### config.mk
export PLATFORM = sky130hd
export DESIGN_NAME = timer8_core
export DESIGN_NICKNAME = d
export VERILOG_FILES = /design/src/inc/timer8_pkg.sv /design/src/rtl/timer8_core.sv /design/src/rtl/timer8_out_unit.sv
export SDC_FILE = /design/constraint.sdc
export NUM_CORES = 1
export LEC_CHECK = 0
export BUFFER_PORTS_ARGS = -buffer_cell sky130_fd_sc_hd__buf_2
export CORE_ASPECT_RATIO = 0.6
export CORE_UTILIZATION = 57
export CTS_CLUSTER_DIAMETER = 60
export DETAILED_ROUTE_END_ITERATION = 10
export MAX_ROUTING_LAYER = met4
export PLACE_DENSITY = 0.95
export SLEW_MARGIN = 5
export SYNTH_ARGS = -nofsm -noshare
export SYNTH_HDL_FRONTEND = slang
export SYNTH_HIERARCHICAL = 1
export SYNTH_SLANG_ARGS = --single-unit
### constraint.sdc
create_clock -name i_clk -period 4.18 [get_ports i_clk]
set_clock_uncertainty 0.05 [all_clocks]
set_input_delay 0.836 -clock i_clk [delete_from_list [all_inputs] [get_ports i_clk]]
set_output_delay 0.836 -clock i_clk [all_outputs]
set_load 0.005 [all_outputs]
### src/inc/timer8_pkg.sv
// Package: constants and carrier types for the 8-bit timer/counter
`default_nettype none
package timer8_pkg;

    localparam int          CNT_W      = 8;
    localparam logic [7:0]  CNT_BOTTOM = 8'h00;
    localparam logic [7:0]  CNT_MAX    = 8'hFF;
    localparam logic [7:0]  CNT_RST    = 8'h00;

    // Waveform generation mode codes
    localparam logic [2:0]  WGM_NORMAL = 3'h0;
    localparam logic [2:0]  WGM_PC_FF  = 3'h1;
    localparam logic [2:0]  WGM_CLEAR  = 3'h2;
    localparam logic [2:0]  WGM_FAST_FF = 3'h3;
    localparam logic [2:0]  WGM_PC_TOP = 3'h5;
    localparam logic [2:0]  WGM_FAST_TOP = 3'h7;

    // Compare output mode codes
    localparam logic [1:0]  COM_OFF    = 2'h0;
    localparam logic [1:0]  COM_TOGGLE = 2'h1;
    localparam logic [1:0]  COM_CLEAR  = 2'h2;
    localparam logic [1:0]  COM_SET    = 2'h3;

    // Software-side configuration and strobes
    typedef struct packed {
        logic [2:0] wave_gen_mode;
        logic [1:0] cmp_out_mode;
        logic [7:0] cmp_value_a;
        logic       count_wr;
        logic [7:0] count_wr_data;
        logic       force_cmp_strobe;
        logic       overflow_ack;
    } timer_ctrl_t;

    // Status seen by software
    typedef struct packed {
        logic [7:0] count_value;
        logic       overflow_flag;
        logic       cmp_match_flag;
        logic       cmp_out;
    } timer_stat_t;

endpackage : timer8_pkg
`default_nettype wire

### src/rtl/timer8_core.sv
// 8-bit timer/counter: normal and clear-on-match counting with compare unit
//
// Function
// - New output mode applies at next match.
// - Force strobe applies output action immediately in non-PWM modes; PWM modes ignore it.
// - Waveform mode and compare A (as top) steer counting.
// - Output mode picks set/clear/toggle or polarity.
// - Mode 0 counts up, wraps FF to 00.
// - Overflow flag set on a normal-mode tick wrap to zero and at the dual-slope bottom turn.
// - Flag set by hardware, cleared by acknowledge.
// - Counter writable anytime in normal mode.
// - Mode 2 clears counter on match A.
// - Compare A is top in clear mode.
// - Compare match raises an interrupt request.
`timescale 1ns/1ps
`default_nettype none
module timer8_core
    import timer8_pkg::*;
(
    input  wire logic        i_clk,      // 200 MHz system clock
    input  wire logic        i_rst_n,    // Async reset, active low
    input  wire logic        i_tick,     // Prescaler tick, same domain
    input  wire timer_ctrl_t i_ctrl,     // Configuration and strobes
    output var timer_stat_t  o_stat,     // Count, flags, pin
    output logic             o_ovf_irq,  // Overflow interrupt request
    output logic             o_cmp_irq   // Compare match interrupt request
);

    // All core state in one register, filled by one combinational copy
    typedef struct packed {
        logic [7:0] count;
        logic       up;
        logic       ovf;
        logic       cmpf;
    } core_state_t;

    core_state_t st;
    core_state_t next_st;
    logic        match;
    logic        pwm;
    logic        cmp_pin;
    logic [7:0]  top;

    // Mode decode used for pwm flag and direction forcing
    function automatic logic is_pwm(input logic [2:0] m);
        is_pwm = (m != WGM_NORMAL) && (m != WGM_CLEAR);
    endfunction

    // Top is compare A where it sets the period, otherwise the maximum
    function automatic logic [7:0] top_of(input logic [2:0] m, input logic [7:0] a);
        top_of = (m == WGM_CLEAR || m == WGM_PC_TOP || m == WGM_FAST_TOP) ? a : CNT_MAX;
    endfunction

    // Mode decodes shared by counting and the output unit
    assign pwm   = is_pwm(i_ctrl.wave_gen_mode);
    assign top   = top_of(i_ctrl.wave_gen_mode, i_ctrl.cmp_value_a);
    // Match is qualified by the tick so one compare gives one event
    assign match = i_tick && (st.count == i_ctrl.cmp_value_a);

    // Next-state: counting sequence depends on wave_gen_mode and top (compare A)
    always_comb
    begin
        next_st = st;
        if (i_tick)
        begin
            unique case (i_ctrl.wave_gen_mode)
                WGM_NORMAL:
                    next_st.count = st.count + 8'h01;
                WGM_CLEAR:
                    next_st.count = (st.count == top) ? CNT_BOTTOM
                                                      : st.count + 8'h01;
                WGM_PC_FF, WGM_PC_TOP:
                begin
                    // Dual slope: turn at top and at bottom
                    if (st.up && st.count == top)
                    begin
                        next_st.up    = 1'b0;
                        next_st.count = st.count - 8'h01;
                    end
                    else if (!st.up && st.count == CNT_BOTTOM)
                    begin
                        next_st.up    = 1'b1;
                        next_st.count = st.count + 8'h01;
                    end
                    else
                        next_st.count = st.up ? st.count + 8'h01 : st.count - 8'h01;
                end
                default:
                    next_st.count = (st.count == top) ? CNT_BOTTOM : st.count + 8'h01;
            endcase
            if (!is_pwm(i_ctrl.wave_gen_mode))
                next_st.up = 1'b1;
        end
        // Software write wins over counting, accepted in any cycle
        if (i_ctrl.count_wr)
            next_st.count = i_ctrl.count_wr_data;
        // Acknowledge clears, but a new overflow in the same cycle wins
        if (i_ctrl.overflow_ack)
            next_st.ovf = 1'b0;
        // Only a normal-mode tick wrap or a dual-slope bottom turn overflows; a written zero is no overflow
        if (i_tick && !i_ctrl.count_wr && next_st.count == CNT_BOTTOM
            && st.count != CNT_BOTTOM && i_ctrl.wave_gen_mode == WGM_NORMAL)
            next_st.ovf = 1'b1;
        else if (i_tick && !i_ctrl.count_wr && pwm && !st.up && next_st.up)
            next_st.ovf = 1'b1;
        // Compare flag keeps the same set-over-clear order
        if (i_ctrl.overflow_ack)
            next_st.cmpf = 1'b0;
        if (match)
            next_st.cmpf = 1'b1;
    end

    // Reset leaves the counter at bottom and counting up
    always_ff @(posedge i_clk or negedge i_rst_n)
    begin
        if (!i_rst_n)
        begin
            st       <= '0;
            st.count <= CNT_RST;
            st.up    <= 1'b1;
        end
        else
            st <= next_st;
    end

    // Output unit only sees tick-qualified matches
    timer8_out_unit u_out (
        .i_clk   (i_clk),
        .i_rst_n (i_rst_n),
        .i_pwm   (pwm),
        .i_mode  (i_ctrl.cmp_out_mode),
        .i_match (match),
        .i_force (i_ctrl.force_cmp_strobe),
        .i_up    (st.up),
        .o_pin   (cmp_pin)
    );

    // Status and interrupt outputs are straight from flip-flops
    always_comb
    begin
        o_stat.count_value    = st.count;
        o_stat.overflow_flag  = st.ovf;
        o_stat.cmp_match_flag = st.cmpf;
        o_stat.cmp_out        = cmp_pin;
    end
    assign o_ovf_irq             = st.ovf;
    assign o_cmp_irq             = st.cmpf;

    // Checks on the counting sequence and the flags
    a_normal_wraps: assert property (@(posedge i_clk) disable iff (!i_rst_n)
        (i_tick && !i_ctrl.count_wr && i_ctrl.wave_gen_mode == WGM_NORMAL
         && st.count == CNT_MAX) |=> (o_stat.count_value == CNT_BOTTOM))
        else $error("normal mode did not wrap to zero");

    a_normal_increments: assert property (@(posedge i_clk) disable iff (!i_rst_n)
        (i_tick && !i_ctrl.count_wr && i_ctrl.wave_gen_mode == WGM_NORMAL)
        |=> (o_stat.count_value == $past(st.count) + 8'h01))
        else $error("normal mode did not increment");

    a_ovf_with_zero: assert property (@(posedge i_clk) disable iff (!i_rst_n)
        (i_tick && !i_ctrl.count_wr && i_ctrl.wave_gen_mode == WGM_NORMAL
         && st.count == CNT_MAX) |=> o_stat.overflow_flag)
        else $error("overflow flag not set with zero count");

    a_ovf_sticky: assert property (@(posedge i_clk) disable iff (!i_rst_n)
        (o_stat.overflow_flag && !i_ctrl.overflow_ack) |=> o_stat.overflow_flag)
        else $error("overflow flag cleared without acknowledge");

    a_count_write: assert property (@(posedge i_clk) disable iff (!i_rst_n)
        i_ctrl.count_wr |=> (o_stat.count_value == $past(i_ctrl.count_wr_data)))
        else $error("counter write not accepted");

    a_clear_on_a: assert property (@(posedge i_clk) disable iff (!i_rst_n)
        (i_tick && !i_ctrl.count_wr && i_ctrl.wave_gen_mode == WGM_CLEAR
         && st.count == i_ctrl.cmp_value_a) |=> (o_stat.count_value == CNT_BOTTOM))
        else $error("clear mode did not clear on match");

    a_hold_no_tick: assert property (@(posedge i_clk) disable iff (!i_rst_n)
        (!i_tick && !i_ctrl.count_wr) |=> $stable(o_stat.count_value))
        else $error("counter moved without tick");

    a_match_flag: assert property (@(posedge i_clk) disable iff (!i_rst_n)
        match |=> o_cmp_irq)
        else $error("compare match flag not raised");

    // Further checks: no clear in normal mode, flag set and clear conditions
    a_normal_no_clear: assert property (@(posedge i_clk) disable iff (!i_rst_n)
        (i_tick && !i_ctrl.count_wr && i_ctrl.wave_gen_mode == WGM_NORMAL
         && st.count == i_ctrl.cmp_value_a) |=> (o_stat.count_value == $past(st.count) + 8'h01))
        else $error("normal mode cleared on a match");

    a_clear_counts_up: assert property (@(posedge i_clk) disable iff (!i_rst_n)
        (i_tick && !i_ctrl.count_wr && i_ctrl.wave_gen_mode == WGM_CLEAR
         && st.count != i_ctrl.cmp_value_a) |=> (o_stat.count_value == $past(st.count) + 8'h01))
        else $error("clear mode did not count up below top");

    a_no_ovf_on_write: assert property (@(posedge i_clk) disable iff (!i_rst_n)
        (i_ctrl.count_wr && !o_stat.overflow_flag) |=> !o_stat.overflow_flag)
        else $error("software write raised the overflow flag");

    a_ovf_only_zero: assert property (@(posedge i_clk) disable iff (!i_rst_n)
        (i_ctrl.wave_gen_mode == WGM_NORMAL && !o_stat.overflow_flag)
        |=> (!o_stat.overflow_flag || o_stat.count_value == CNT_BOTTOM))
        else $error("overflow flag set away from zero");

    a_ack_clears: assert property (@(posedge i_clk) disable iff (!i_rst_n)
        (i_ctrl.overflow_ack && !i_tick) |=> (!o_stat.overflow_flag && !o_cmp_irq))
        else $error("acknowledge did not clear the flags");

    a_cmp_sticky: assert property (@(posedge i_clk) disable iff (!i_rst_n)
        (o_cmp_irq && !i_ctrl.overflow_ack) |=> o_cmp_irq)
        else $error("compare flag cleared without acknowledge");

    a_cmp_needs_match: assert property (@(posedge i_clk) disable iff (!i_rst_n)
        (!match && !o_cmp_irq) |=> !o_cmp_irq)
        else $error("compare flag raised without a match");

    a_up_non_pwm: assert property (@(posedge i_clk) disable iff (!i_rst_n)
        (i_tick && !pwm) |=> st.up)
        else $error("single slope mode counted down");

endmodule : timer8_core
`default_nettype wire

### src/rtl/timer8_out_unit.sv
// Compare output unit: latches mode at match and drives the compare pin
`timescale 1ns/1ps
`default_nettype none
module timer8_out_unit
    import timer8_pkg::*;
(
    input  wire logic       i_clk,       // Timer clock
    input  wire logic       i_rst_n,     // Async reset, active low
    input  wire logic       i_pwm,       // PWM mode selected
    input  wire logic [1:0] i_mode,      // Requested compare output mode
    input  wire logic       i_match,     // Real compare match, tick qualified
    input  wire logic       i_force,     // Force-compare strobe
    input  wire logic       i_up,        // Counting direction (PWM)
    output logic            o_pin        // Compare output pin level
);

    typedef struct packed {
        logic [1:0] mode;
        logic       pin;
    } out_state_t;

    out_state_t st;
    out_state_t next_st;

    function automatic logic apply_action(input logic [1:0] m, input logic cur);
        unique case (m)
            COM_TOGGLE: apply_action = ~cur;
            COM_CLEAR:  apply_action = 1'b0;
            COM_SET:    apply_action = 1'b1;
            default:    apply_action = cur;
        endcase
    endfunction

    // The pin moves only at a match or a force, so a mode write shows at the next one
    always_comb
    begin
        next_st = st;
        if (i_match)
        begin
            // The mode standing now acts on this match; a stale copy would lag by one
            next_st.mode = i_mode;
            if (!i_pwm)
                next_st.pin = apply_action(i_mode, st.pin);
            else if (i_mode == COM_CLEAR)
                next_st.pin = ~i_up;
            else if (i_mode == COM_SET)
                next_st.pin = i_up;
        end
        else if (i_force && !i_pwm)
        begin
            // Forcing uses the requested mode at once, no match needed
            next_st.mode = i_mode;
            next_st.pin  = apply_action(i_mode, st.pin);
        end
    end

    always_ff @(posedge i_clk or negedge i_rst_n)
    begin
        if (!i_rst_n)
            st <= '0;
        else
            st <= next_st;
    end

    assign o_pin = st.pin;

    a_force_sets_pin: assert property (@(posedge i_clk) disable iff (!i_rst_n)
        (i_force && !i_pwm && !i_match && i_mode == COM_SET) |=> o_pin)
        else $error("forced set did not raise the pin");

    a_mode_waits_match: assert property (@(posedge i_clk) disable iff (!i_rst_n)
        (!i_match && !i_force) |=> (st.mode == $past(st.mode)))
        else $error("output mode changed without a match");

    a_match_new_mode: assert property (@(posedge i_clk) disable iff (!i_rst_n)
        (i_match && !i_pwm && i_mode == COM_CLEAR) |=> !o_pin)
        else $error("match did not use the newly written mode");

    a_pwm_no_force: assert property (@(posedge i_clk) disable iff (!i_rst_n)
        (i_force && i_pwm && !i_match) |=> $stable(o_pin))
        else $error("force strobe acted in a PWM mode");

endmodule : timer8_out_unit
`default_nettype wire

# --- Word-level counts from Yosys, hierarchy flattened ---
# Cells that the tools add are included.
word_totals:
  regBits: 12
  latchBits: 0
  ramBits: 0
  mem_bits_ro: 0
  output_inout_bits: 13
  memories: 0
op_classes:
  add_sub_neg: 2
  multipliers: 0
  div_mod_pow: 0
  order_cmp: 0
  n_eq_ne: 11
  shifts: 0
  mux: 21
  n_bitwise: 2
  n_reduce_logical: 27
op_table:
  columns: ["operator", "n"]
  rows:
  - ["8-bit two-way mux", 5]
  - ["9-bit two-way mux", 2]
  - ["8-bit equality test", 2]
  - ["8-bit zero test", 2]
  - ["8-bit case mux with 2 select lines", 1]
  - ["1-bit logical AND", 12]
  - ["1-bit two-way mux", 12]
  - ["8-bit by 1-bit adder with 8-bit output (second input constant)", 1]
  - ["8-bit nonzero test", 1]
  - ["8-bit by 1-bit subtractor with 8-bit output (second input constant)", 1]
  - ["3-bit equality test (second input constant)", 2]
  - ["3-bit nonzero test", 2]
  - ["2-bit equality test (second input constant)", 2]
  - ["4-bit by 2-bit != test with 1-bit output (second input constant)", 1]
  - ["2-bit nonzero test", 2]
  - ["3-bit by 1-bit equality test with 1-bit output (second input constant)", 1]
  - ["3-bit by 2-bit equality test with 1-bit output (second input constant)", 1]
  - ["1-bit zero test", 3]
  - ["3-bit zero test", 1]
  - ["3-bit by 2-bit != test with 1-bit output (second input constant)", 1]
  - ["1-bit case mux with 3 select lines", 1]
  - ["2-bit by 1-bit equality test with 1-bit output (second input constant)", 1]
  - ["1-bit logical OR", 2]
  - ["1-bit NOT", 2]
  - ["2 further kinds", 2]

# --- Longest topological paths before layout ---
# Gate-level depths: netlist of run 1.
logic_depth:
  depth_word: 16
  depth_mapped: 11
  ltp_nobuf: 10

# --- Cells and area by module ---
# Netlist of run 1, hierarchy kept.
modules_own_cells:
  columns: ["module", "instances", "cells_per_inst", "area_per_inst_um2", "seq_area_each_um2"]
  rows:
  - ["timer8_core", 1, 171, 1328.8, 276.5]
  - ["timer8_out_unit", 1, 13, 127.6, 25.0]

# --- Worst setup path before layout of run 1 ---
# No wires, ideal clock.
synth_timing:
  kind: "input -> register"
  startpoint: "in i_ctrl[16] (netlist bit)"
  endpoint: "reg st, in the netlist o_ovf_irq"
  setup_ns: 0.092
  t_arrival_ns: 2.705
  t_required_ns: 4.038
  setup_slack_ns: 1.334
  stages: 9
  path_buffers: 0
  cell_sequence: "nor2b_1 a2111o_1 a2111oi_2 a22oi_2 nand2_4 nor4_1 o32a_1 nand4b_1 o31ai_2"
synth_rtl:
  columns: ["element", "line_no", "text"]
  rows:
  - ["start: declaration", "timer8_core.sv:23", "input wire timer_ctrl_t i_ctrl,"]
  - ["end signal: assignment", "timer8_core.sv:123", "st <= next_st;"]
  - ["end: declaration", "timer8_core.sv:37", "core_state_t st;"]

==> results of run 1 <==
==> power by group <==
part / internal, mW / total (mW) / switching, mW
sequential: 0.134 / 0.170 / 0.0361
clock: 0.0833 / 0.129 / 0.0454
combinational: 0.0738 / 0.182 / 0.108
total: 0.291 / 0.481 / 0.190
==> final timing paths <==
kind,startpoint,endpoint,slack (ns),depth (start not counted)
setup / recovery,o_stat[5],o_ovf_irq,1.03,9
hold / removal,i_rst_n,o_stat[4],0.41,1
setup reg to reg,o_stat[5],o_ovf_irq,1.03,9
hold reg to reg,o_cmp_irq,o_cmp_irq,0.47,1
max in group asynchronous,i_rst_n,st[2],3.40,1
min in group i_clk,o_cmp_irq,o_cmp_irq,0.47,1
==> routing by layer <==
metal	vias to the layer above	GRT usage [%]	share of wire, %
met5	-	-	0
met4	0	7.45	0.66
met3	4	11.1	15
met2	124	50.2	40
met1	713	44.5	44
li1	735	-	-
==> logic make-up after synthesis <==
group	after synthesis	synth area share (%)
DFF	12	20.7
and+or+nand+nor	69	27.8
muxes	2	1.46
AOI/OAI and AO/OA	61	33.2
adders and majority gates	3	2.58
xor gates and xnor gates	2	1.20
buffers and inverters	35	13.1
==> layout make-up <==
type | count | area [sq um] | share of cell area, %
sequential | 12 | 302 | 18.6
timing repair buffer | 39 | 195 | 12.0
multi-input combinational | 137 | 965 | 59.4
tap | 30 | 37.5 | 2.31
clock buffer | 4 | 55.1 | 3.39
inverter | 19 | 71.3 | 4.39
==> worst max-delay path, cell delays in order, from the launching register on <==
cell and delay [ns]:
dfrtp_1 0.53, or2_1 0.33, nor4_1 0.36, a21oi_1 0.22, a22oi_2 0.64, nand2b_1 0.19, a31oi_1 0.14, a211oi_1 0.22
nand4b_1 0.16, o31ai_2 0.21
==> placed cells by master (no fill, tap or decap), drive strengths merged, types with 2 or more instances in the layout <==
master   count
nor2         7
clkbuf       4
a22oi        2
and2b        2
nand2       15
nor4         5
ha           3
dfrtp       11
inv         18
and2         2
buf         39
nor2b        3
nand4        2
or4          2
a2111oi      2
o21ai       12
a211oi       2
o31ai        2
o311ai       2
o221ai       4
nand3        8
nand2b       7
xnor2        2
a21oi       13
a31oi        4
a311oi       2
o22ai        5
or2          3
nor3         6
==> stage by stage <==
step	power, mW	setup WS, ns	cell area [sq um]
finish	0.481	1.03	1630
detailed placement	0.346	0.869	1570
global placement	0.343	0.983	1570
CTS	0.476	1.11	1630
floorplan	0.299	1.33	1460
global route	0.507	0.818	1630
==> flip-flops by register name (all words and copies together), names as in the netlist <==
signal,cells
o_ovf_irq,1
st,1
o_cmp_irq,1
o_stat,8
u_out/o_pin,1
==> results.toml, run 1 <==
[route]
dr.pass1.iters = 5
routed_via_density = 6.54
wirelength_microns = 4230
drtIter0Drc = 152
wl_per_cell_microns = 17.6
drc_errors = 0
drtAntennaViolNets = 0
num_vias = 1576

[worst_setup_path]
crit_fanout = 14
end_kind = "flop"
cp_data_arrival_time_ns = 3.25
start_kind = "flop"
critPathKind = "flop to flop"
critPathRequiredTime_ns = 4.28

[pwr]
p_leak_nw = 0.725
p_per_area_nw_per_um2 = 296
peakVddDrop_v = 0.000279

[timing]
max_slew.worst_pin.slew_ns = 0.689
finalHoldViolations = 0
period_minus_slack_ns = 3.15
min_period_over_period_pct = 75.3
setup-tns-final_ns = 0
drv_slew = 0
relSlewSlack_pct = 54.1
rsz0062_at_grt = "false"
setup_violations = 0
fmax_mhz = 318
holdWs_ns = 0.410

[logic_synthesis]
synth_area_per_cell_sq_um = 7.92
postSynthCellCount = 184
async_reset_ff_share_pct = 100
syn_area_sq_um = 1460
synth_common_cells = "16 x inv_1, 13 x a21oi_1, 13 x nand2_1, 11 x buf_4, 11 x dfrtp_1"
yosys-top-cells-area = "dfrtp_1 19%, buf_4 5.7%, a21oi_1 4.5%, inv_1 4.1%, o21ai_0 3.4%"
seq_area_frac_synth_pct = 20.7
yosys.area.top_type = "dfrtp_1"
synth_seq_cells = 12
syn_nets = 214
synthDominantCellAreaShare_pct = 18.9
ys.warnings.count = 6
yosysMostFrequentCell = "inv_1"
synth_edf_count = 0
ys_types = 63
synth-main-ff-cell = "dfrtp_1"

[global_routing]
grt_pass1_vias = 1339
grt_antenna_before_repair = 0
overflow = 0
grt_util_all_layers_pct = 33.8
grt_max_degree = 18
grt_pass1_wl_microns = 6360

[cts]
clockRootBuffer = "clkbuf_8"
htreeDepth = 1
post_cts_buffers = 0
cts_hold_buf = 0
cts.reportedPaths.clkPinSlew_ns = 0.06
cts_resized = 0
cts_tree = "built"
clock_latency_ns = 0.24
cts.sinks = 12
clock_path_buffers = 2
numCtsBuffers = 3

[layout]
num_antenna_cells = 0
nets = 242
area_growth_pct = 11.6
fill_cells = 199
drive_gt1_share_pct = 29.4
final_util_pct = 70.9
final_cells = 241

[floorplanning]
die_w_microns = 67.3
rows = 13
num_io_pins = 40
dieArea_sq_um = 2770
initial_core_util_pct = 63.5
die_y_microns = 41.2
core_area_sq_um = 2290

[placement]
port_buffers = 39
gp_congestion = 0.980
dp_hpwl_microns = 3250
placed_cells = 237

[status]
outcome = "completed"

[min_path]
hold_class = "input port to async pin"

[run]
maxCapViolations = 0
Note: power is estimated with default switching activity, not from simulation.
==> run 2, diff against run 1 <==
--- a/config.mk
+++ b/config.mk
@@ -5,13 +5,14 @@
 export SDC_FILE = /design/constraint.sdc
 export NUM_CORES = 1
 export LEC_CHECK = 0
+export ABC_AREA = 1
 export BUFFER_PORTS_ARGS = -buffer_cell sky130_fd_sc_hd__buf_2
 export CORE_ASPECT_RATIO = 0.6
-export CORE_UTILIZATION = 57
+export CORE_UTILIZATION = 54
 export CTS_CLUSTER_DIAMETER = 60
 export DETAILED_ROUTE_END_ITERATION = 10
 export MAX_ROUTING_LAYER = met4
-export PLACE_DENSITY = 0.95
+export PLACE_DENSITY = 0.92
 export SLEW_MARGIN = 5
 export SYNTH_ARGS = -nofsm -noshare
 export SYNTH_HDL_FRONTEND = slang
==> constraint.sdc (replaced) <==
create_clock -name i_clk -period 2.9 [get_ports i_clk]
set_clock_uncertainty 0.05 [all_clocks]
set_input_delay 0.58 -clock i_clk [delete_from_list [all_inputs] [get_ports i_clk]]
set_output_delay 0.58 -clock i_clk [all_outputs]
set_load 0.005 [all_outputs]
==> results.toml, run 2 <==
[layout]
nets = 344
final_cell_mix = "95 x nand2_1, 44 x inv_1, 39 x buf_2"
largest_reg_flops = 8
final_cells = 353
drive_gt1_share_pct = 24.3
seq_area_sq_um = 302
multiInputGateArea_sq_um = 1020
area_growth_pct = 13.6
fill_cells = 278
layout_commonest_cell = "nand2_1"
num_antenna_cells = 0

[placement]
place_ws_ns = 0.597
port_buffers = 39
placed_cells = 349
dp_hpwl_microns = 3530
gp_congestion = 0.968

[route]
dr.pass1.iters = 5
drtIter0Drc = 153
routed_via_density = 5.11
drtAntennaViolNets = 0
wl_per_cell_microns = 12.1
wirelength_microns = 4250
drc_errors = 0
num_vias = 1805

[worst_setup_path]
crit_family = "simple AND/OR/NAND/NOR gates"
cp_data_arrival_time_ns = 2.38
worstReg2RegEnd = "o_ovf_irq"
crit_end = "o_ovf_irq"
ff2ff_setup_slack_ns = 0.65
crit_fanout = 9
cp_slowest_cell = "dfrtp_1"
critPathRequiredTime_ns = 3.03
start_kind = "flop"
critPathKind = "flop to flop"
cp.depth = 15
end_kind = "flop"
cp_cell_sequence = "ha_1 -> or2_2 -> nand2_1 -> nand2_1 -> o21ai_0 -> nand2_1 -> o21ai_0 -> nand2_1 -> nand3_1 -> nand2_1 -> a21boi_2 -> nand3_1 -> nor2_1 -> nand2_1 -> nand2_1"
path_buf_inv = 0
cpPeakStageDelay_ns = 0.48
rr_worst_depth = 15
cp-startpoint = "o_stat[3]"
rr_startpoint = "o_stat[3]"
cpMostUsedCell = "nand2_1"

[logic_synthesis]
yosys-top-cells-area = "nand2_1 22%, dfrtp_1 17%, inv_1 10%, nand3_1 8.1%, buf_4 5.1%"
seq_area_frac_synth_pct = 18.7
async_reset_ff_share_pct = 100
synth_common_cells = "95 x nand2_1, 44 x inv_1, 26 x nand3_1, 20 x nor2_1"
ys.warnings.count = 6
ys_types = 35
synth_seq_cells = 12
yosysMostFrequentCell = "nand2_1"
synth_area_per_cell_sq_um = 5.71
synth-main-ff-cell = "dfrtp_1"
syn_nets = 312
synthDominantCellAreaShare_pct = 22.2
synth_edf_count = 0
postSynthCellCount = 282
yosys.area.top_type = "nand2_1"
syn_area_sq_um = 1610

[timing]
drv_slew = 0
period_minus_slack_ns = 2.25
min_period_over_period_pct = 77.8
setup_violations = 0
max_slew.worst_pin.slew_ns = 0.339
fmax_mhz = 443
fin_ws_ns = 0.645
finalHoldViolations = 0
setup-tns-final_ns = 0
rsz0062_at_grt = "false"
relSlewSlack_pct = 77.4

[cts]
numCtsBuffers = 3
cts_tree = "built"
cts.reportedPaths.clkPinSlew_ns = 0.05
clock_path_buffers = 2
clock_latency_ns = 0.24
cts.sinks = 12
post_cts_buffers = 0
cts_hold_buf = 0
clockRootBuffer = "clkbuf_8"
htreeDepth = 1
cts_resized = 0

[global_routing]
grt_pass1_wl_microns = 7230
grt_pass1_vias = 1550
grt_max_degree = 16
overflow = 0
grt_antenna_before_repair = 0
grt_util_all_layers_pct = 30.3

[status]
outcome = "completed"

[pwr]
peakVddDrop_v = 0.000328
p_per_area_nw_per_um2 = 388
p_leak_nw = 1.09

[floorplanning]
num_io_pins = 40
die_y_microns = 44.3
initial_core_util_pct = 60.4
dieArea_sq_um = 3210
rows = 14
core_area_sq_um = 2660
die_w_microns = 72.5

[min_path]
hold_class = "input port to async pin"

[run]
maxCapViolations = 0
-- run 2: worst min-delay path by stage --
stage               slack, ns   endpoint  cells after the start    start
finish                   0.16  o_stat[7]                      1  i_rst_n
global route             0.17  o_stat[6]                      1  i_rst_n
CTS                      0.17  o_ovf_irq                      1  i_rst_n
detailed placement       0.42  o_stat[9]                      1  i_rst_n
global placement         0.42  o_stat[9]                      1  i_rst_n
floorplan                0.23  o_cmp_irq                      0  i_rst_n
-- run 2: final cells by class --
cell class,count,share of cell area (%)
multi-input cells,205,55.8
clock buffers,4,3.01
flip-flops and latches,12,16.5
repair buffers,41,11.5
inverters,51,10.5
well taps,40,2.74
-- run 2: logic make-up after synthesis --
kind of cell	Yosys count	share of synthesized area [%]
compound gates	25	9.18
buf+inv	65	17.9
simple gates	171	48.6
flops	12	18.7
fa+ha+maj	3	2.33
xor+xnor	6	3.27
-- run 2: metrics by stage --
stage / total power, mW / hold WS [ns] / utilization (%) / area (sq um)
3_5_place_dp: 0.523 / 0.419 / 66.6 / 1770
4_1_cts: 0.701 / 0.170 / 68.7 / 1830
2_1_floorplan: 0.449 / 0.234 / - / 1610
6_report: 0.709 / 0.157 / 68.7 / 1830
5_1_grt: 0.767 / 0.170 / 68.7 / 1830
3_3_place_gp: 0.519 / 0.418 / 66.6 / 1770
-- run 2: where the power goes --
part | switching (mW) | internal [mW]
Combinational | 0.184 | 0.112
Clock | 0.0615 | 0.120
Sequential | 0.0432 | 0.188
Total | 0.289 | 0.420
-- run 2: metal layers --
| metal | share of wire, % | wire length, microns | track usage (%) |
|---|---|---|---|
| met2 | 39 | 1660 | 42.1 |
| met5 | 0 | 0 | - |
| met1 | 50 | 2110 | 45.0 |
| met4 | 0.40 | 17 | 4.31 |
| met3 | 11 | 465 | 7.29 |
-- run 2: worst reg2reg max path, cell delays in order, from the launching register on --
cell and delay, ns:
dfrtp_1 0.48, ha_1 0.26, or2_2 0.29, nand2_1 0.11, nand2_1 0.06, o21ai_0 0.08, nand2_1 0.08, o21ai_0 0.08
nand2_1 0.07, nand3_1 0.08, nand2_1 0.12, a21boi_2 0.16, nand3_1 0.08, nor2_1 0.11, nand2_1 0.06, nand2_1 0.05
